`config.mk`:
```
export PLATFORM = sky130hd
export DESIGN_NAME = ebert_top
export DESIGN_NICKNAME = d
export VERILOG_FILES = /design/src/include/ebert_pkg.sv /design/src/core/ebert_top.sv /design/src/core/ebert_lfsr_tap.sv
export VERILOG_INCLUDE_DIRS = /design/src /design/src/include
export SDC_FILE = /design/constraint.sdc
export NUM_CORES = 1
export LEC_CHECK = 0
export ABC_AREA = 1
export BUFFER_PORTS_ARGS = -buffer_cell sky130_fd_sc_hd__buf_2
export CAP_MARGIN = 20
export CORE_UTILIZATION = 50
export CTS_CLUSTER_DIAMETER = 200
export DETAILED_ROUTE_END_ITERATION = 8
export GPL_TIMING_DRIVEN = 0
export PLACE_DENSITY = 0.71
export RECOVER_POWER = 50
export SLEW_MARGIN = 20
export SYNTH_ARGS = -nofsm -noshare
export SYNTH_HDL_FRONTEND = slang
export SYNTH_SLANG_ARGS = --single-unit
```
`constraint.sdc`:
```
create_clock -name pclk -period 1.75 [get_ports pclk]
set_input_delay 0.2625 -clock pclk [delete_from_list [all_inputs] [get_ports pclk]]
set_output_delay 0.2625 -clock pclk [all_outputs]
set_load 0.01 [all_outputs]
```
`src/include/ebert_map.svh`:
```
`ifndef EBERT_MAP_SVH
`define EBERT_MAP_SVH

// Register byte offsets on the APB window
`define EBERT_OFS_CTRL 8'h00
`define EBERT_OFS_LOOP_CTRL 8'h04
`define EBERT_OFS_LOOP_TX 8'h08
`define EBERT_OFS_SWITCH 8'h0c
`define EBERT_OFS_INT_STATUS 8'h10
`define EBERT_OFS_INT_CLEAR 8'h14
`define EBERT_OFS_INT_ENABLE 8'h18

// Field positions in bert_control_status_one
`define EBERT_B_TYPE 7
`define EBERT_B_INJECT 6
`define EBERT_B_INVERT 5
`define EBERT_B_LOCK 4
`define EBERT_B_DETECT 3
`define EBERT_B_GENERATE 2
`define EBERT_B_RX_SKIP 1
`define EBERT_B_TX_SKIP 0

// Field position in the switch register
`define EBERT_B_SWITCH 3

// Interrupt status bit positions
`define EBERT_B_EV_GAIN 0
`define EBERT_B_EV_LOSS 1

// Reset values
`define EBERT_RST_CTRL 8'h00
`define EBERT_RST_SWITCH 1'b0
`define EBERT_RST_INT 2'h0
`define EBERT_SEED 20'hfffff

// Detector thresholds: 32 matching bits to lock, 6 errors in 64 bits to drop
`define EBERT_LOCK_LAST 6'h1f
`define EBERT_ERR_DROP_LAST 3'h5
`define EBERT_WIN_LAST 6'h3f

`endif

```
`src/include/ebert_pkg.sv`:
```
package ebert_pkg;

	typedef enum logic {
		EBERT_PRBS15 = 1'b0,
		EBERT_QRSS = 1'b1
	} ebert_kind_e;

	typedef enum logic [1:0] {
		EBERT_S_OFF = 2'b00,
		EBERT_S_HUNT = 2'b01,
		EBERT_S_LOCK = 2'b10
	} ebert_det_e;

	typedef logic [19:0] ebert_hist_t;

endpackage

```
`src/core/ebert_top.sv`:
```
// Implementation choices: the placing of the registers and the APB slave port.
`timescale 1ns/1ps
`include "ebert_map.svh"
module ebert_top
	import ebert_pkg::*;
(
	input wire logic pclk, // APB and framer clock, 50 MHz
	input wire logic presetn, // Asynchronous reset, active low
	input wire logic psel, // APB select
	input wire logic penable, // APB enable
	input wire logic pwrite, // APB direction, 1 writes
	input wire logic [7:0] paddr, // APB byte address
	input wire logic [31:0] pwdata, // APB write data
	output logic [31:0] prdata, // APB read data
	output logic pready, // APB ready
	output logic pslverr, // APB error on unmapped address
	input wire logic tx_bp_bit, // Transmit backplane data bit
	input wire logic tx_bp_valid, // Transmit backplane bit strobe
	input wire logic rx_line_bit, // Receive line data bit
	input wire logic rx_line_valid, // Receive line bit strobe
	output logic tx_line_bit, // Transmit data toward the line
	output logic tx_line_valid, // Strobe of tx_line_bit
	output logic rx_bp_bit, // Receive data toward the backplane
	output logic rx_bp_valid, // Strobe of rx_bp_bit
	output logic rx_framer_skip, // Receive framer bypassed
	output logic tx_framer_skip, // Transmit framer bypassed
	output logic irq // Level interrupt
);

	logic [7:0] ctrl;
	logic [7:0] next_ctrl;
	logic bert_switch;
	logic next_bert_switch;
	logic [1:0] int_enable;
	logic [1:0] next_int_enable;
	logic [1:0] int_status;
	logic [1:0] next_int_status;
	logic next_irq;
	logic [31:0] next_prdata;
	logic next_pready;
	logic next_pslverr;
	logic next_rx_framer_skip;
	logic next_tx_framer_skip;
	ebert_hist_t gen_hist;
	ebert_hist_t next_gen_hist;
	logic err_pend;
	logic next_err_pend;
	logic next_tx_line_bit;
	logic next_tx_line_valid;
	logic next_rx_bp_bit;
	logic next_rx_bp_valid;
	ebert_det_e det_state;
	ebert_det_e next_det_state;
	ebert_hist_t det_hist;
	ebert_hist_t next_det_hist;
	logic [5:0] run_cnt;
	logic [5:0] next_run_cnt;
	logic [2:0] err_cnt;
	logic [2:0] next_err_cnt;
	logic [5:0] win_cnt;
	logic [5:0] next_win_cnt;
	logic ev_gain;
	logic ev_loss;

	logic access;
	logic wr_en;
	logic setup;
	logic locked;
	logic gen_en;
	logic det_en;
	logic invert;
	ebert_kind_e kind;
	logic gen_tick;
	logic gen_fb;
	logic gen_quiet;
	logic gen_raw;
	logic gen_out;
	logic ins_rise;
	logic det_tick;
	logic det_bit;
	logic det_fb;
	logic det_match;

	function automatic logic addr_mapped(input logic [7:0] a);
		addr_mapped = (a == `EBERT_OFS_CTRL) || (a == `EBERT_OFS_LOOP_CTRL) ||
			(a == `EBERT_OFS_LOOP_TX) || (a == `EBERT_OFS_SWITCH) ||
			(a == `EBERT_OFS_INT_STATUS) || (a == `EBERT_OFS_INT_CLEAR) ||
			(a == `EBERT_OFS_INT_ENABLE);
	endfunction

	function automatic logic wr_hit(input logic en, input logic [7:0] a,
		input logic [7:0] ofs);
		wr_hit = en && (a == ofs);
	endfunction

	assign setup = psel && !penable;
	assign access = psel && penable && pready;
	assign wr_en = access && pwrite;
	assign locked = (det_state == EBERT_S_LOCK);
	assign gen_en = ctrl[`EBERT_B_GENERATE];
	assign det_en = ctrl[`EBERT_B_DETECT];
	assign invert = ctrl[`EBERT_B_INVERT];
	assign kind = ebert_kind_e'(ctrl[`EBERT_B_TYPE]);

	// APB slave: one access cycle, read data captured in the setup cycle
	always_comb begin
		next_pready = setup;
		next_pslverr = setup && !addr_mapped(paddr);
		next_prdata = 32'h0000_0000;
		if (setup && !pwrite) begin
			unique case (paddr)
				`EBERT_OFS_CTRL: begin
					next_prdata[7:0] = ctrl;
					next_prdata[`EBERT_B_LOCK] = locked;
				end
				`EBERT_OFS_SWITCH:
					next_prdata[`EBERT_B_SWITCH] = bert_switch;
				`EBERT_OFS_INT_STATUS: next_prdata[1:0] = int_status;
				`EBERT_OFS_INT_ENABLE: next_prdata[1:0] = int_enable;
				// Code registers have no function in this line mode
				default: next_prdata = 32'h0000_0000;
			endcase
		end
	end

	always_ff @(posedge pclk or negedge presetn) begin
		if (!presetn) begin
			pready <= 1'b0;
			pslverr <= 1'b0;
			prdata <= 32'h0000_0000;
		end else begin
			pready <= next_pready;
			pslverr <= next_pslverr;
			prdata <= next_prdata;
		end
	end

	// Software registers
	always_comb begin
		next_ctrl = ctrl;
		next_bert_switch = bert_switch;
		next_int_enable = int_enable;
		if (wr_hit(wr_en, paddr, `EBERT_OFS_CTRL)) begin
			next_ctrl = pwdata[7:0];
			next_ctrl[`EBERT_B_LOCK] = 1'b0;
		end
		if (wr_hit(wr_en, paddr, `EBERT_OFS_SWITCH))
			next_bert_switch = pwdata[`EBERT_B_SWITCH];
		if (wr_hit(wr_en, paddr, `EBERT_OFS_INT_ENABLE))
			next_int_enable = pwdata[1:0];
		next_rx_framer_skip = next_ctrl[`EBERT_B_RX_SKIP];
		next_tx_framer_skip = next_ctrl[`EBERT_B_TX_SKIP];
	end

	always_ff @(posedge pclk or negedge presetn) begin
		if (!presetn) begin
			ctrl <= `EBERT_RST_CTRL;
			bert_switch <= `EBERT_RST_SWITCH;
			int_enable <= `EBERT_RST_INT;
			rx_framer_skip <= 1'b0;
			tx_framer_skip <= 1'b0;
		end else begin
			ctrl <= next_ctrl;
			bert_switch <= next_bert_switch;
			int_enable <= next_int_enable;
			rx_framer_skip <= next_rx_framer_skip;
			tx_framer_skip <= next_tx_framer_skip;
		end
	end

	// Generator steps on the strobe of the path it drives
	assign gen_tick = bert_switch ? rx_line_valid : tx_bp_valid;
	assign gen_raw = gen_fb | ((kind == EBERT_QRSS) & gen_quiet);
	assign gen_out = gen_raw ^ invert ^ err_pend;
	assign ins_rise = wr_hit(wr_en, paddr, `EBERT_OFS_CTRL) &&
		pwdata[`EBERT_B_INJECT] && !ctrl[`EBERT_B_INJECT];

	ebert_lfsr_tap u_gen_tap (
		.kind(kind),
		.hist(gen_hist),
		.fb(gen_fb),
		.quiet(gen_quiet)
	);

	always_comb begin
		next_gen_hist = gen_hist;
		if (!gen_en)
			next_gen_hist = `EBERT_SEED;
		else if (gen_tick)
			next_gen_hist = {gen_hist[18:0], gen_fb};
		// A pending flip survives until a bit carries it; new rise wins
		next_err_pend = gen_en && (ins_rise || (err_pend && !gen_tick));
		next_tx_line_valid = tx_bp_valid;
		next_tx_line_bit = tx_bp_bit;
		if (gen_en && !bert_switch)
			next_tx_line_bit = gen_out;
		next_rx_bp_valid = rx_line_valid;
		next_rx_bp_bit = rx_line_bit;
		if (gen_en && bert_switch)
			next_rx_bp_bit = gen_out;
	end

	always_ff @(posedge pclk or negedge presetn) begin
		if (!presetn) begin
			gen_hist <= `EBERT_SEED;
			err_pend <= 1'b0;
			tx_line_bit <= 1'b0;
			tx_line_valid <= 1'b0;
			rx_bp_bit <= 1'b0;
			rx_bp_valid <= 1'b0;
		end else begin
			gen_hist <= next_gen_hist;
			err_pend <= next_err_pend;
			tx_line_bit <= next_tx_line_bit;
			tx_line_valid <= next_tx_line_valid;
			rx_bp_bit <= next_rx_bp_bit;
			rx_bp_valid <= next_rx_bp_valid;
		end
	end

	// Detector is self-synchronising on the received history. Limitation:
	// forced ones of the quasi signal count as errors, far below drop rate.
	assign det_tick = bert_switch ? tx_bp_valid : rx_line_valid;
	assign det_bit = (bert_switch ? tx_bp_bit : rx_line_bit) ^ invert;
	assign det_match = (det_bit == det_fb);

	ebert_lfsr_tap u_det_tap (
		.kind(kind),
		.hist(det_hist),
		.fb(det_fb),
		.quiet()
	);

	always_comb begin
		next_det_state = det_state;
		next_det_hist = det_hist;
		next_run_cnt = run_cnt;
		next_err_cnt = err_cnt;
		next_win_cnt = win_cnt;
		ev_gain = 1'b0;
		ev_loss = 1'b0;
		if (!det_en) begin
			next_det_state = EBERT_S_OFF;
			next_det_hist = 20'h00000;
			next_run_cnt = 6'h00;
			next_err_cnt = 3'h0;
			next_win_cnt = 6'h00;
		end else begin
			unique case (det_state)
				EBERT_S_OFF: next_det_state = EBERT_S_HUNT;
				EBERT_S_HUNT: if (det_tick) begin
					next_det_hist = {det_hist[18:0], det_bit};
					next_run_cnt = 6'h00;
					if (det_match && run_cnt == `EBERT_LOCK_LAST) begin
						next_det_state = EBERT_S_LOCK;
						ev_gain = 1'b1;
						next_err_cnt = 3'h0;
						next_win_cnt = 6'h00;
					end else if (det_match)
						next_run_cnt = run_cnt + 6'h01;
				end
				EBERT_S_LOCK: if (det_tick) begin
					next_det_hist = {det_hist[18:0], det_bit};
					next_win_cnt = win_cnt + 6'h01;
					if (!det_match && err_cnt == `EBERT_ERR_DROP_LAST) begin
						next_det_state = EBERT_S_HUNT;
						ev_loss = 1'b1;
						next_run_cnt = 6'h00;
					end else if (!det_match)
						next_err_cnt = err_cnt + 3'h1;
					else if (win_cnt == `EBERT_WIN_LAST)
						next_err_cnt = 3'h0;
				end
				default: next_det_state = EBERT_S_OFF;
			endcase
		end
		// Set wins over a clear in the same cycle
		next_int_status = int_status;
		if (wr_hit(wr_en, paddr, `EBERT_OFS_INT_CLEAR))
			next_int_status = int_status & ~pwdata[1:0];
		next_int_status[`EBERT_B_EV_GAIN] =
			next_int_status[`EBERT_B_EV_GAIN] | ev_gain;
		next_int_status[`EBERT_B_EV_LOSS] =
			next_int_status[`EBERT_B_EV_LOSS] | ev_loss;
		next_irq = |(next_int_status & next_int_enable);
	end

	always_ff @(posedge pclk or negedge presetn) begin
		if (!presetn) begin
			det_state <= EBERT_S_OFF;
			det_hist <= 20'h00000;
			run_cnt <= 6'h00;
			err_cnt <= 3'h0;
			win_cnt <= 6'h00;
			int_status <= `EBERT_RST_INT;
			irq <= 1'b0;
		end else begin
			det_state <= next_det_state;
			det_hist <= next_det_hist;
			run_cnt <= next_run_cnt;
			err_cnt <= next_err_cnt;
			win_cnt <= next_win_cnt;
			int_status <= next_int_status;
			irq <= next_irq;
		end
	end

	lock_flag_a: assert property (
		@(posedge pclk) disable iff (!presetn)
		access && !pwrite && paddr == `EBERT_OFS_CTRL
		|-> prdata[`EBERT_B_LOCK] == $past(locked))
		else $error("lock flag read does not match detector state");

	line_gen_a: assert property (
		@(posedge pclk) disable iff (!presetn)
		gen_en && !bert_switch && tx_bp_valid
		|=> tx_line_bit == $past(gen_out) && tx_line_valid)
		else $error("pattern not sent toward the line");

	bp_gen_a: assert property (
		@(posedge pclk) disable iff (!presetn)
		gen_en && bert_switch && rx_line_valid
		|=> rx_bp_bit == $past(gen_out) && rx_bp_valid)
		else $error("pattern not sent toward the receive backplane");

	gen_idle_a: assert property (
		@(posedge pclk) disable iff (!presetn)
		!gen_en |=> tx_line_bit == $past(tx_bp_bit) &&
			rx_bp_bit == $past(rx_line_bit))
		else $error("halted generator still alters data");

	route_switch_a: assert property (
		@(posedge pclk) disable iff (!presetn)
		gen_en && bert_switch |=> tx_line_bit == $past(tx_bp_bit))
		else $error("switched generator touched the line path");

	det_off_a: assert property (
		@(posedge pclk) disable iff (!presetn)
		!det_en ##1 !det_en |-> det_state == EBERT_S_OFF && run_cnt == 6'h00)
		else $error("detector active while disabled");

	lock_run_a: assert property (
		@(posedge pclk) disable iff (!presetn)
		$rose(locked) |-> $past(run_cnt) == `EBERT_LOCK_LAST &&
			$past(det_tick) && $past(det_en))
		else $error("lock declared without full matching run");

	skip_write_a: assert property (
		@(posedge pclk) disable iff (!presetn)
		wr_en && paddr == `EBERT_OFS_CTRL
		|=> rx_framer_skip == $past(pwdata[1]) &&
			tx_framer_skip == $past(pwdata[0]))
		else $error("bypass outputs do not follow the write");

	reserved_rd_a: assert property (
		@(posedge pclk) disable iff (!presetn)
		access && !pwrite &&
		(paddr == `EBERT_OFS_LOOP_CTRL || paddr == `EBERT_OFS_LOOP_TX)
		|-> prdata == 32'h0000_0000)
		else $error("reserved code register read nonzero");

	inject_once_a: assert property (
		@(posedge pclk) disable iff (!presetn)
		err_pend && gen_tick && !ins_rise |=> !err_pend)
		else $error("injected error not consumed by one bit");

endmodule // ebert_top

```
`src/core/ebert_lfsr_tap.sv`:
```
`timescale 1ns/1ps
// Feedback of the two test polynomials over a bit history, newest in bit 0
module ebert_lfsr_tap
	import ebert_pkg::*;
(
	input wire ebert_kind_e kind, // Pattern selected
	input wire ebert_hist_t hist, // Bit history
	output logic fb, // Next bit of the sequence
	output logic quiet // Long zero run, forces a one in the quasi signal
);

	always_comb begin
		unique case (kind)
			EBERT_PRBS15: fb = hist[14] ^ hist[13];
			EBERT_QRSS: fb = hist[19] ^ hist[16];
		endcase
		quiet = (hist[13:0] == 14'h0000);
	end

endmodule // ebert_lfsr_tap

```
# Word-level counts from Yosys, hierarchy flattened
# Cells that the tools add are included.
dict set report totals {
  ff_bits 87
  input_bits 49
  out_inout_bits 41
  word_cells 158
}
dict set report classes {
  addsub 3
  n_eq_ne 22
  muxes 54
  bitwise_logic 15
  reduce_logical 42
}
# op n
set op_table {}
lappend op_table {{2-to-1 mux 20 bit} 5}
lappend op_table {{2-to-1 mux 6 bit} 10}
lappend op_table {{equality test 8 x 5 -> 1 bit, second input constant} 3}
lappend op_table {{case mux 6 bit (2 select lines)} 2}
lappend op_table {{2-to-1 mux 3 bit} 7}
lappend op_table {{logical AND 1 bit} 18}
lappend op_table {{equality test 8 x 4 -> 1 bit, second input constant} 2}
lappend op_table {{2-to-1 mux 2 bit} 8}
lappend op_table {{logical NOT 14 bit} 1}
lappend op_table {{2-to-1 mux 1 bit} 14}
lappend op_table {{adder 6 x 1 -> 6 bit, second input constant} 2}
lappend op_table {{case mux 2 bit (3 select lines)} 2}
lappend op_table {{AND reduction 4 bit} 3}
lappend op_table {{inequality test 3 bit, second input constant} 3}
lappend op_table {{equality test 8 x 3 -> 1 bit, second input constant} 1}
lappend op_table {{logical NOT 8 bit} 1}
lappend op_table {{2-to-1 mux 8 bit} 1}
lappend op_table {{logical NOT 1 bit} 7}
lappend op_table {{logical OR 1 bit} 7}
lappend op_table {{XOR 1 bit} 7}
lappend op_table {{equality test 6 x 5 -> 1 bit, second input constant} 1}
lappend op_table {{equality test 6 bit, second input constant} 1}
lappend op_table {{inequality test 3 x 2 -> 1 bit, second input constant} 2}
lappend op_table {{case mux 1 bit (2 select lines)} 3}
lappend op_table {{20 further kinds} 25}

# Logic depth before layout (Yosys ltp)
# Gate-level depths: netlist of run 1.
dict set report logic_depth {
  word_depth 12
  depth_mapped 13
  mapped_depth_nobuf 13
}

# Modules after synthesis
# A second synthesis of run 1 with hierarchy kept.
dict set report hier_totals {
  hier_cells 537
  hier_area_um2 4459.3
}
# module n_inst cells_each area_per_inst_um2
set by_module_without_submodules {}
lappend by_module_without_submodules {ebert_top 1 485 4236.6}
lappend by_module_without_submodules {ebert_lfsr_tap 2 26 111.4}

# Worst setup path after synthesis of run 1
# OpenSTA, ideal clock, no wires.
dict set report synth_path {
  path_type {reg-to-reg}
  start {register run_cnt[0]}
  end {register err_cnt[0]}
  t_arrival_ns 1.381
  setup_slack_ns 0.252
  stages_incl_launch_ff 11
  path_buffers 0
  synth_period_minus_slack_ns 1.498
  cell_sequence {dfrtp_1 -> ha_1 -> nand2_1 -> nor2_2 -> nand2_1 -> nor2_2 -> nand3_4 -> a21oi_4 -> nand2_2 -> nand2_1 -> nand2_1}
}
dict set report synth_between {
  elab_chain_len 4
}
# item line
set synth_lines {}
lappend synth_lines {{start, declared} ebert_top.sv:56} ;# logic [5:0] run_cnt;
lappend synth_lines {{start signal, assigned} ebert_top.sv:300} ;# run_cnt <= next_run_cnt;
lappend synth_lines {{equality test 6 x 5 -> 1 bit (no line)} -}
lappend synth_lines {{logical AND 1 bit (no line)} -}
lappend synth_lines {{inequality test 3 bit (no line)} -}
lappend synth_lines {{AND reduction 6 bit (no line)} -}
lappend synth_lines {{end signal, assigned} ebert_top.sv:301} ;# err_cnt <= next_err_cnt;
lappend synth_lines {{end, declared} ebert_top.sv:58} ;# logic [2:0] err_cnt;
# No other way between the ends.
# A chain may end at the register's enable or synchronous reset.

# Final worst setup path of run 1
dict set report layout_path {
  start {register run_cnt[1]}
  end {register win_cnt[4]}
}
dict set report layout_between {
  elab_chain_len 4
}
# item line
set layout_lines {}
lappend layout_lines {{equality test 6 x 5 -> 1 bit (no line)} -}
lappend layout_lines {{logical AND 1 bit (no line)} -}
lappend layout_lines {{inequality test 3 bit (no line)} -}
lappend layout_lines {{AND reduction 4 bit (no line)} -}
lappend layout_lines {{end signal, assigned} ebert_top.sv:302} ;# win_cnt <= next_win_cnt;
lappend layout_lines {{end, declared} ebert_top.sv:60} ;# logic [5:0] win_cnt;
# No other way between the ends.

==> results of run 1 <==
## worst max path at each step
stage	end	cells past startpoint	slack (ps)
5_1_grt	err_cnt[1]	10	-50
3_5_place_dp	err_cnt[1]	10	60
4_1_cts	err_cnt[1]	9	40
6_report	win_cnt[4]	10	70
2_1_floorplan	err_cnt[0]	10	250
3_3_place_gp	run_cnt[0]	1	-250
## synthesized netlist by cell type (8+ instances only)
| cell type | count |
|---|---|
| nand2_1 | 105 |
| inv_1 | 81 |
| nor2_1 | 29 |
| dfrtp_1 | 65 |
| nor3_1 | 8 |
| o21ai_0 | 20 |
| dfstp_2 | 20 |
| nand3_1 | 20 |
| ha_1 | 8 |
| o22ai_1 | 15 |
| a22oi_1 | 26 |
| buf_4 | 26 |
## power breakdown
| group | internal [mW] | switching, mW |
|---|---|---|
| clock | 0.562 | 0.787 |
| combinational | 0.787 | 1.26 |
| sequential | 2.38 | 0.177 |
## state kept, by name, indices dropped and copies added (netlist names), 2 cells and up
signal      flops
det_state       2
ctrl            7
prdata          8
gen_hist       20
run_cnt         6
int_enable      2
det_hist       20
int_status      2
err_cnt         3
win_cnt         6
## through the flow
step / power [mW] / utilization, % / hold slack [ps] / std cells
CTS: 5.86 / 60.3 / 19.6 / 683
global placement: 4.42 / 57.5 / 417 / 665
global route: 6.42 / 61.3 / 29.5 / 694
floorplan: 4.06 / - / -33.1 / 520
finish: 5.95 / 61.3 / 41.7 / 694
detailed placement: 4.49 / 57.8 / 292 / 666
## layer usage
metal	vias up	global-route usage, %
met3	8	4.86
met2	62	30.4
li1	1717	-
met1	1594	26.0
met4	0	7.21
met5	-	0
## cells by family (layout without fill, tap and decap cells)
logic type | count (synthesis) | in the layout | synth area share (%)
adder cells (fa/ha/maj) | 8 | 8 | 2.29
AO/OA/AOI/OAI | 75 | 75 | 11.5
other | 1 | 24 | 0.0856
XOR/XNOR | 7 | 7 | 1.40
buffers and inverters | 119 | 188 | 13.1
AND/OR/NAND/NOR | 202 | 202 | 22.5
flip-flops | 85 | 85 | 49.1
## layout make-up
type | count | area, um^2
Buffer | 34 | 250
Clock buffer | 9 | 124
Clock inverter | 7 | 73.8
Fill cell | 731 | 3220
Inverter | 85 | 322
Multi-Input combinational cell | 316 | 1770
Sequential cell | 85 | 2150
Tap cell | 105 | 131
Timing Repair Buffer | 53 | 297
## repair_timing
item,CTS,global route
buffers inserted,0,11
endpoints found under the hold margin,29,0
hold buffers,1,0
setup endpoints to repair,0,20
resized for setup,0,9
==> results by group, run 1 <==
Route
  • DRC: 0
  • Met1 WL: between 3 and 4 mm
  • ANT nets after route: 0
  • Highest Signal Layer: met4
  • DR WL/cell: 11.8 um
  • DR vias: 3381
  • Vias per cell: 4.87
  • Metal2 WL: 3.86 mm
  • Detailed Routing Iterations Pass 1: 4
  • DR WL met3: 330 um
  • Number of DRC markers in iteration 0: 145
  • Routed WL: 8.22 mm

Clock network
  • Total CTS buffers: 9
  • H-tree levels: 3
  • CTS tree: built
  • Buffer depth of the longest clock path: 2
  • Total clock sinks: 85
  • Later-pin clock latency in the skew report: 370 ps
  • CTS Root Cell: clkbuf_8
  • Clock slew at reported path FFs: ~110 ps

Yosys
  • Ys flop type: dfrtp_1
  • Post-synthesis sequential area ratio: approximately 50%
  • Async SR Flop Fraction: 100%
  • Yosys cell types: 39
  • Syn_area_per_cell: 8.81 um^2
  • Post-Syn Area: ~4400 um^2
  • Area share of the largest cell type after synthesis: 37.1%
  • Post-synth top area cell: dfrtp_1
  • Synth area leaders: dfrtp_1 37%, dfstp_2 12%, nand2_1 9.0%
  • Synth warn: 0
  • Synth Register Bits: 85
  • Number of synthesized flops with an enable pin: 0
  • Post-Synthesis Cells: 497

Worst setup path
  • Buf/Inv on CP: 1
  • RR Startpoint: run_cnt[1]
  • CP endpoint kind: flip-flop
  • Worst path required time: between 2000 and 2500 ps
  • Reg2Reg Depth: 10
  • CP max stage cell: dfrtp_1
  • CP top delay family: simple AND/OR/NAND/NOR gates
  • Max incr delay on CP: 380 ps
  • WS Path Type: flip-flop to flip-flop
  • Crit-path max FO: 6
  • CP startpoint kind: flip-flop
  • Critical Path Start: run_cnt[1]
  • Crit Reg-Reg Endpoint: win_cnt[4]
  • Worst R2R Setup Slack: slightly above 70 ps
  • Crit-path cells: ha_2 -> nand2_2 -> nor2_4 -> nand2_2 -> nor2_4 -> nand3_4 -> a21oi_4 -> buf_4 -> nand2_1 -> o21ai_0
  • Worst EP arrival: 1960 ps

Global routing
  • Total track usage: 19.4%
  • Vias in the first global route: just over 3000
  • Largest net degree at the start of global routing: 45
  • Initial antenna violation count: 0
  • First-pass GRT wire length: 13.5 mm
  • GR Overflow Total: 0

Worst hold path
  • WHS Endpoint: tx_line_valid
  • Hold Path Cell Cnt: 1
  • Hold Path Class: input pin to flip-flop
  • Hold Startpoint: tx_bp_valid

Power
  • Max IR drop VDD: 835 uV
  • PD cells: 1160 nW/um^2
  • Leak: 2.66 nW

STA
  • Fmax: 596 MHz
  • Final WS setup: 70.9 ps
  • Setup TNS: 0 ps
  • Worst Skew: approximately 15 ps
  • Max-slew violations: 0
  • Worst slew margin: 28.6%
  • RSZ-0062 raised after global routing: yes
  • Fin. Hold Viols: 0
  • Crit share post-route: a little over nine tenths
  • Final min period: 1680 ps
  • Setup Viol. Count Final: 0
  • Worst slew pin tran: roughly 1100 ps

Floorplanning
  • Rows: 33
  • Core ar.: 8340 um^2
  • Die width: 95.6 um
  • Ports: 90
  • Initial core utilization: 52.5%
  • DIE HEIGHT: 95.6 um
  • Die ar.: 9140 um^2

Place
  • Post-place setup slack: 65.0 ps
  • Port buffer count: 40
  • Area post-placement: 4820 um^2
  • Routability cong.: 0.797
  • HPWL after DPL: 5.96 mm

Cells and area
  • Highest-count cells in the layout ignoring fill and taps: 104 x nand2_1, 79 x inv_1, 65 x dfrtp_1
  • Layout cells sized above 1: 25.1%
  • Area growth syn-to-layout: 16.8%
  • Most common cell after layout, fill and taps aside: nand2_1
  • Final net count: ~640
  • Post-route cell area: 5120 um^2
  • # diodes: 0

Outcome
  • Status: finished clean

Flow run
  • Number of max-cap violations: 0
(Power assumes the default switching activity.)
==> inputs of run 2 (changes only) <==
MAX_ROUTING_LAYER = met4   (was unset)
PLACE_DENSITY = 0.7   (was 0.71)
==> run 2 against run 1 <==
Global-route usage up 1.2 points. Combinational power down 2%. Wire length up 2.6%. Final cell count down 0.72%. Maximum frequency up 2.8%. Setup slack better by 46 ps. Critical path type unchanged. Critical endpoint is now err_cnt[0]. Highest routed layer unchanged.
==> results by group, run 2 (synthesis results as in run 1) <==
Route
  • Number of DRC markers in iteration 0: 164 (+13%)
  • Vias per cell: 4.91 (+0.82%)
  • DRC: 0 (unchanged)
  • DR WL/cell: 12.2 um (+3.3%)
  • Detailed Routing Iterations Pass 1: 4 (unchanged)
  • DR vias: 3384 (+0.089%)
  • Routed WL: 8.43 mm (+2.6%)
  • ANT nets after route: 0 (unchanged)

STA
  • Hold slack: 31.4 ps (-10.3 ps)
  • Fmax: 612 MHz (+2.8%)
  • Crit share post-route: 93.3% (-2.6 points)
  • Final min period: 1630 ps (-45.9 ps)
  • Worst slew margin: 33.6% (+5.0 points)
  • Max-slew violations: 0 (unchanged)
  • Final WS setup: 117 ps (+45.9 ps)
  • Setup Viol. Count Final: 0 (unchanged)
  • Fin. Hold Viols: 0 (unchanged)
  • Worst slew pin tran: 997 ps (-75.0 ps)
  • Worst Skew: 15.2 ps (+0.0392 ps)

Floorplanning
  • DIE HEIGHT: 95.6 um (unchanged)
  • Initial core utilization: 52.5% (unchanged)
  • Die width: 95.6 um (unchanged)
  • Rows: 33 (unchanged)
  • Die ar.: 9140 um^2 (unchanged)
  • Ports: 90 (unchanged)
  • Core ar.: 8340 um^2 (unchanged)

Cells and area
  • Area growth syn-to-layout: 16.3%
  • Final Core Density: 61.0% (-0.30 points)
  • Fillers: 725 (-0.82%)
  • # diodes: 0 (unchanged)
  • Highest-count cells in the layout ignoring fill and taps: 103 x nand2_1, 79 x inv_1, 64 x dfrtp_1
  • Final net count: 636 (-0.78%)
  • Largest registers: det_hist x20, gen_hist x20, prdata x8
  • Layout cells sized above 1: 26.0% (+0.90 points)
  • Most common cell after layout, fill and taps aside: nand2_1

Outcome
  • Status: finished clean

Power
  • PD cells: 1170 nW/um^2 (+0.80%)
  • Leak: 2.66 nW (+0.19%)
  • Switch share: 38.1% (+0.65 points)
  • Sequential Power Share: 43.1% (+0.2 points)
  • Clock Power Share: 23.3% (+0.6 points)
  • Internal power: 3.70 mW (-0.74%)
  • Max IR drop VDD: 715 uV (-14%)
  • Sw Pwr: 2.27 mW (+2.0%)
  • Combinational Power Share: 33.6% (-0.9 points)
  • Design Power: 5.97 mW (+0.30%)

Worst hold path
  • Hold Path Class: input pin to flip-flop

Place
  • Post-place setup slack: 1.55 ps (-63.4 ps)
  • Routability cong.: 0.816 (+2.4%)
  • HPWL after DPL: 6.03 mm (+1.1%)
  • Port buffer count: 40 (unchanged)

Clock network
  • Later-pin clock latency in the skew report: 370 ps (about the same)
  • H-tree levels: 3 (unchanged)
  • Total clock sinks: 85 (unchanged)
  • Total CTS buffers: 9 (unchanged)
  • Clock slew at reported path FFs: 110 ps (about the same)
  • CTS tree: built
  • Buffer depth of the longest clock path: 2 (unchanged)
  • CTS Root Cell: clkbuf_8

Flow run
  • Number of max-cap violations: 0 (unchanged)

Global routing
  • Vias in the first global route: 3054 (+0.39%)
  • Total track usage: 20.6% (+1.2 points)
  • GR Overflow Total: 0 (unchanged)
  • First-pass GRT wire length: 13.9 mm (+2.6%)
  • Largest net degree at the start of global routing: 48 (+6.7%)
  • Initial antenna violation count: 0 (unchanged)

Worst setup path
  • WS Path Type: flip-flop to flip-flop
  • CP endpoint kind: flip-flop
  • Worst path required time: 2010 ps (-20 ps)
  • Worst R2R Setup Slack: 120 ps (+50 ps)
  • Crit-path max FO: 6 (unchanged)
  • CP startpoint kind: flip-flop
  • Worst EP arrival: 1900 ps (-60 ps)
[run 2: metal layers]
layer	part of all wire, %	track usage (%)
met1	48	26.2
met2	46	32.4
met3	4.6	3.83
met4	1.2	8.46
met5	0	-
[run 2: final timing paths]
check / from / end / depth (start not counted)
min: tx_bp_valid / tx_line_valid / 1
min reg2reg: ctrl[6] / err_pend / 1
max in group asynchronous: presetn / gen_hist[2] / 3
max reg2reg: run_cnt[1] / err_cnt[0] / 10
min in group asynchronous: presetn / tx_line_bit / 2
max: run_cnt[1] / err_cnt[0] / 10
[run 2: power by group through the flow]
stage | registers [mW] | logic (mW) | clock network (mW)
final | 2.57 | 2.01 | 1.39
after global placement | 2.58 | 1.84 | 0
after detailed placement | 2.60 | 1.90 | 0
after global routing | 2.62 | 2.28 | 1.51
after floorplan | 2.56 | 1.50 | 0
after CTS | 2.57 | 1.92 | 1.43
[run 2: layout make-up]
class / instances / area, um^2 / area share (%)
well taps: 105 / 131 / 2.58
plain buffers: 34 / 250 / 4.92
inverters: 85 / 322 / 6.32
clock buffers: 9 / 124 / 2.43
repair buffers: 48 / 277 / 5.43
flip-flops and latches: 85 / 2150 / 42.3
clock inverters: 7 / 71.3 / 1.40
multi-input cells: 316 / 1760 / 34.6
[run 2: stage by stage]
stage          cells  cell area, um^2  setup TNS [ps]
4_1_cts          683             5030               0
3_5_place_dp     666             4830               0
2_1_floorplan    520             4470               0
6_report         689             5090               0
5_1_grt          689             5090           -1.32
3_3_place_gp     665             4800          -15640
[run 2: repair_timing]
action | CTS | global route
buffers inserted | 0 | 6
gates resized for setup | 1 | 10
endpoints found under the setup margin | 4 | 23
pin swaps | 0 | 4
hold buffers | 1 | 0
gates cloned | 0 | 0
endpoints found under the hold margin | 34 | 0
[run 2: worst max-delay path, stage by stage, from the launching register on]
cell     delay, ps
dfrtp_1        380
ha_2           200
nand2_2         70
nor2_4         110
nand2_2         60
nor2_2         120
nand3_4        130
a21oi_4        250
nand2_2        100
nand2_1         70
nand2_1         50
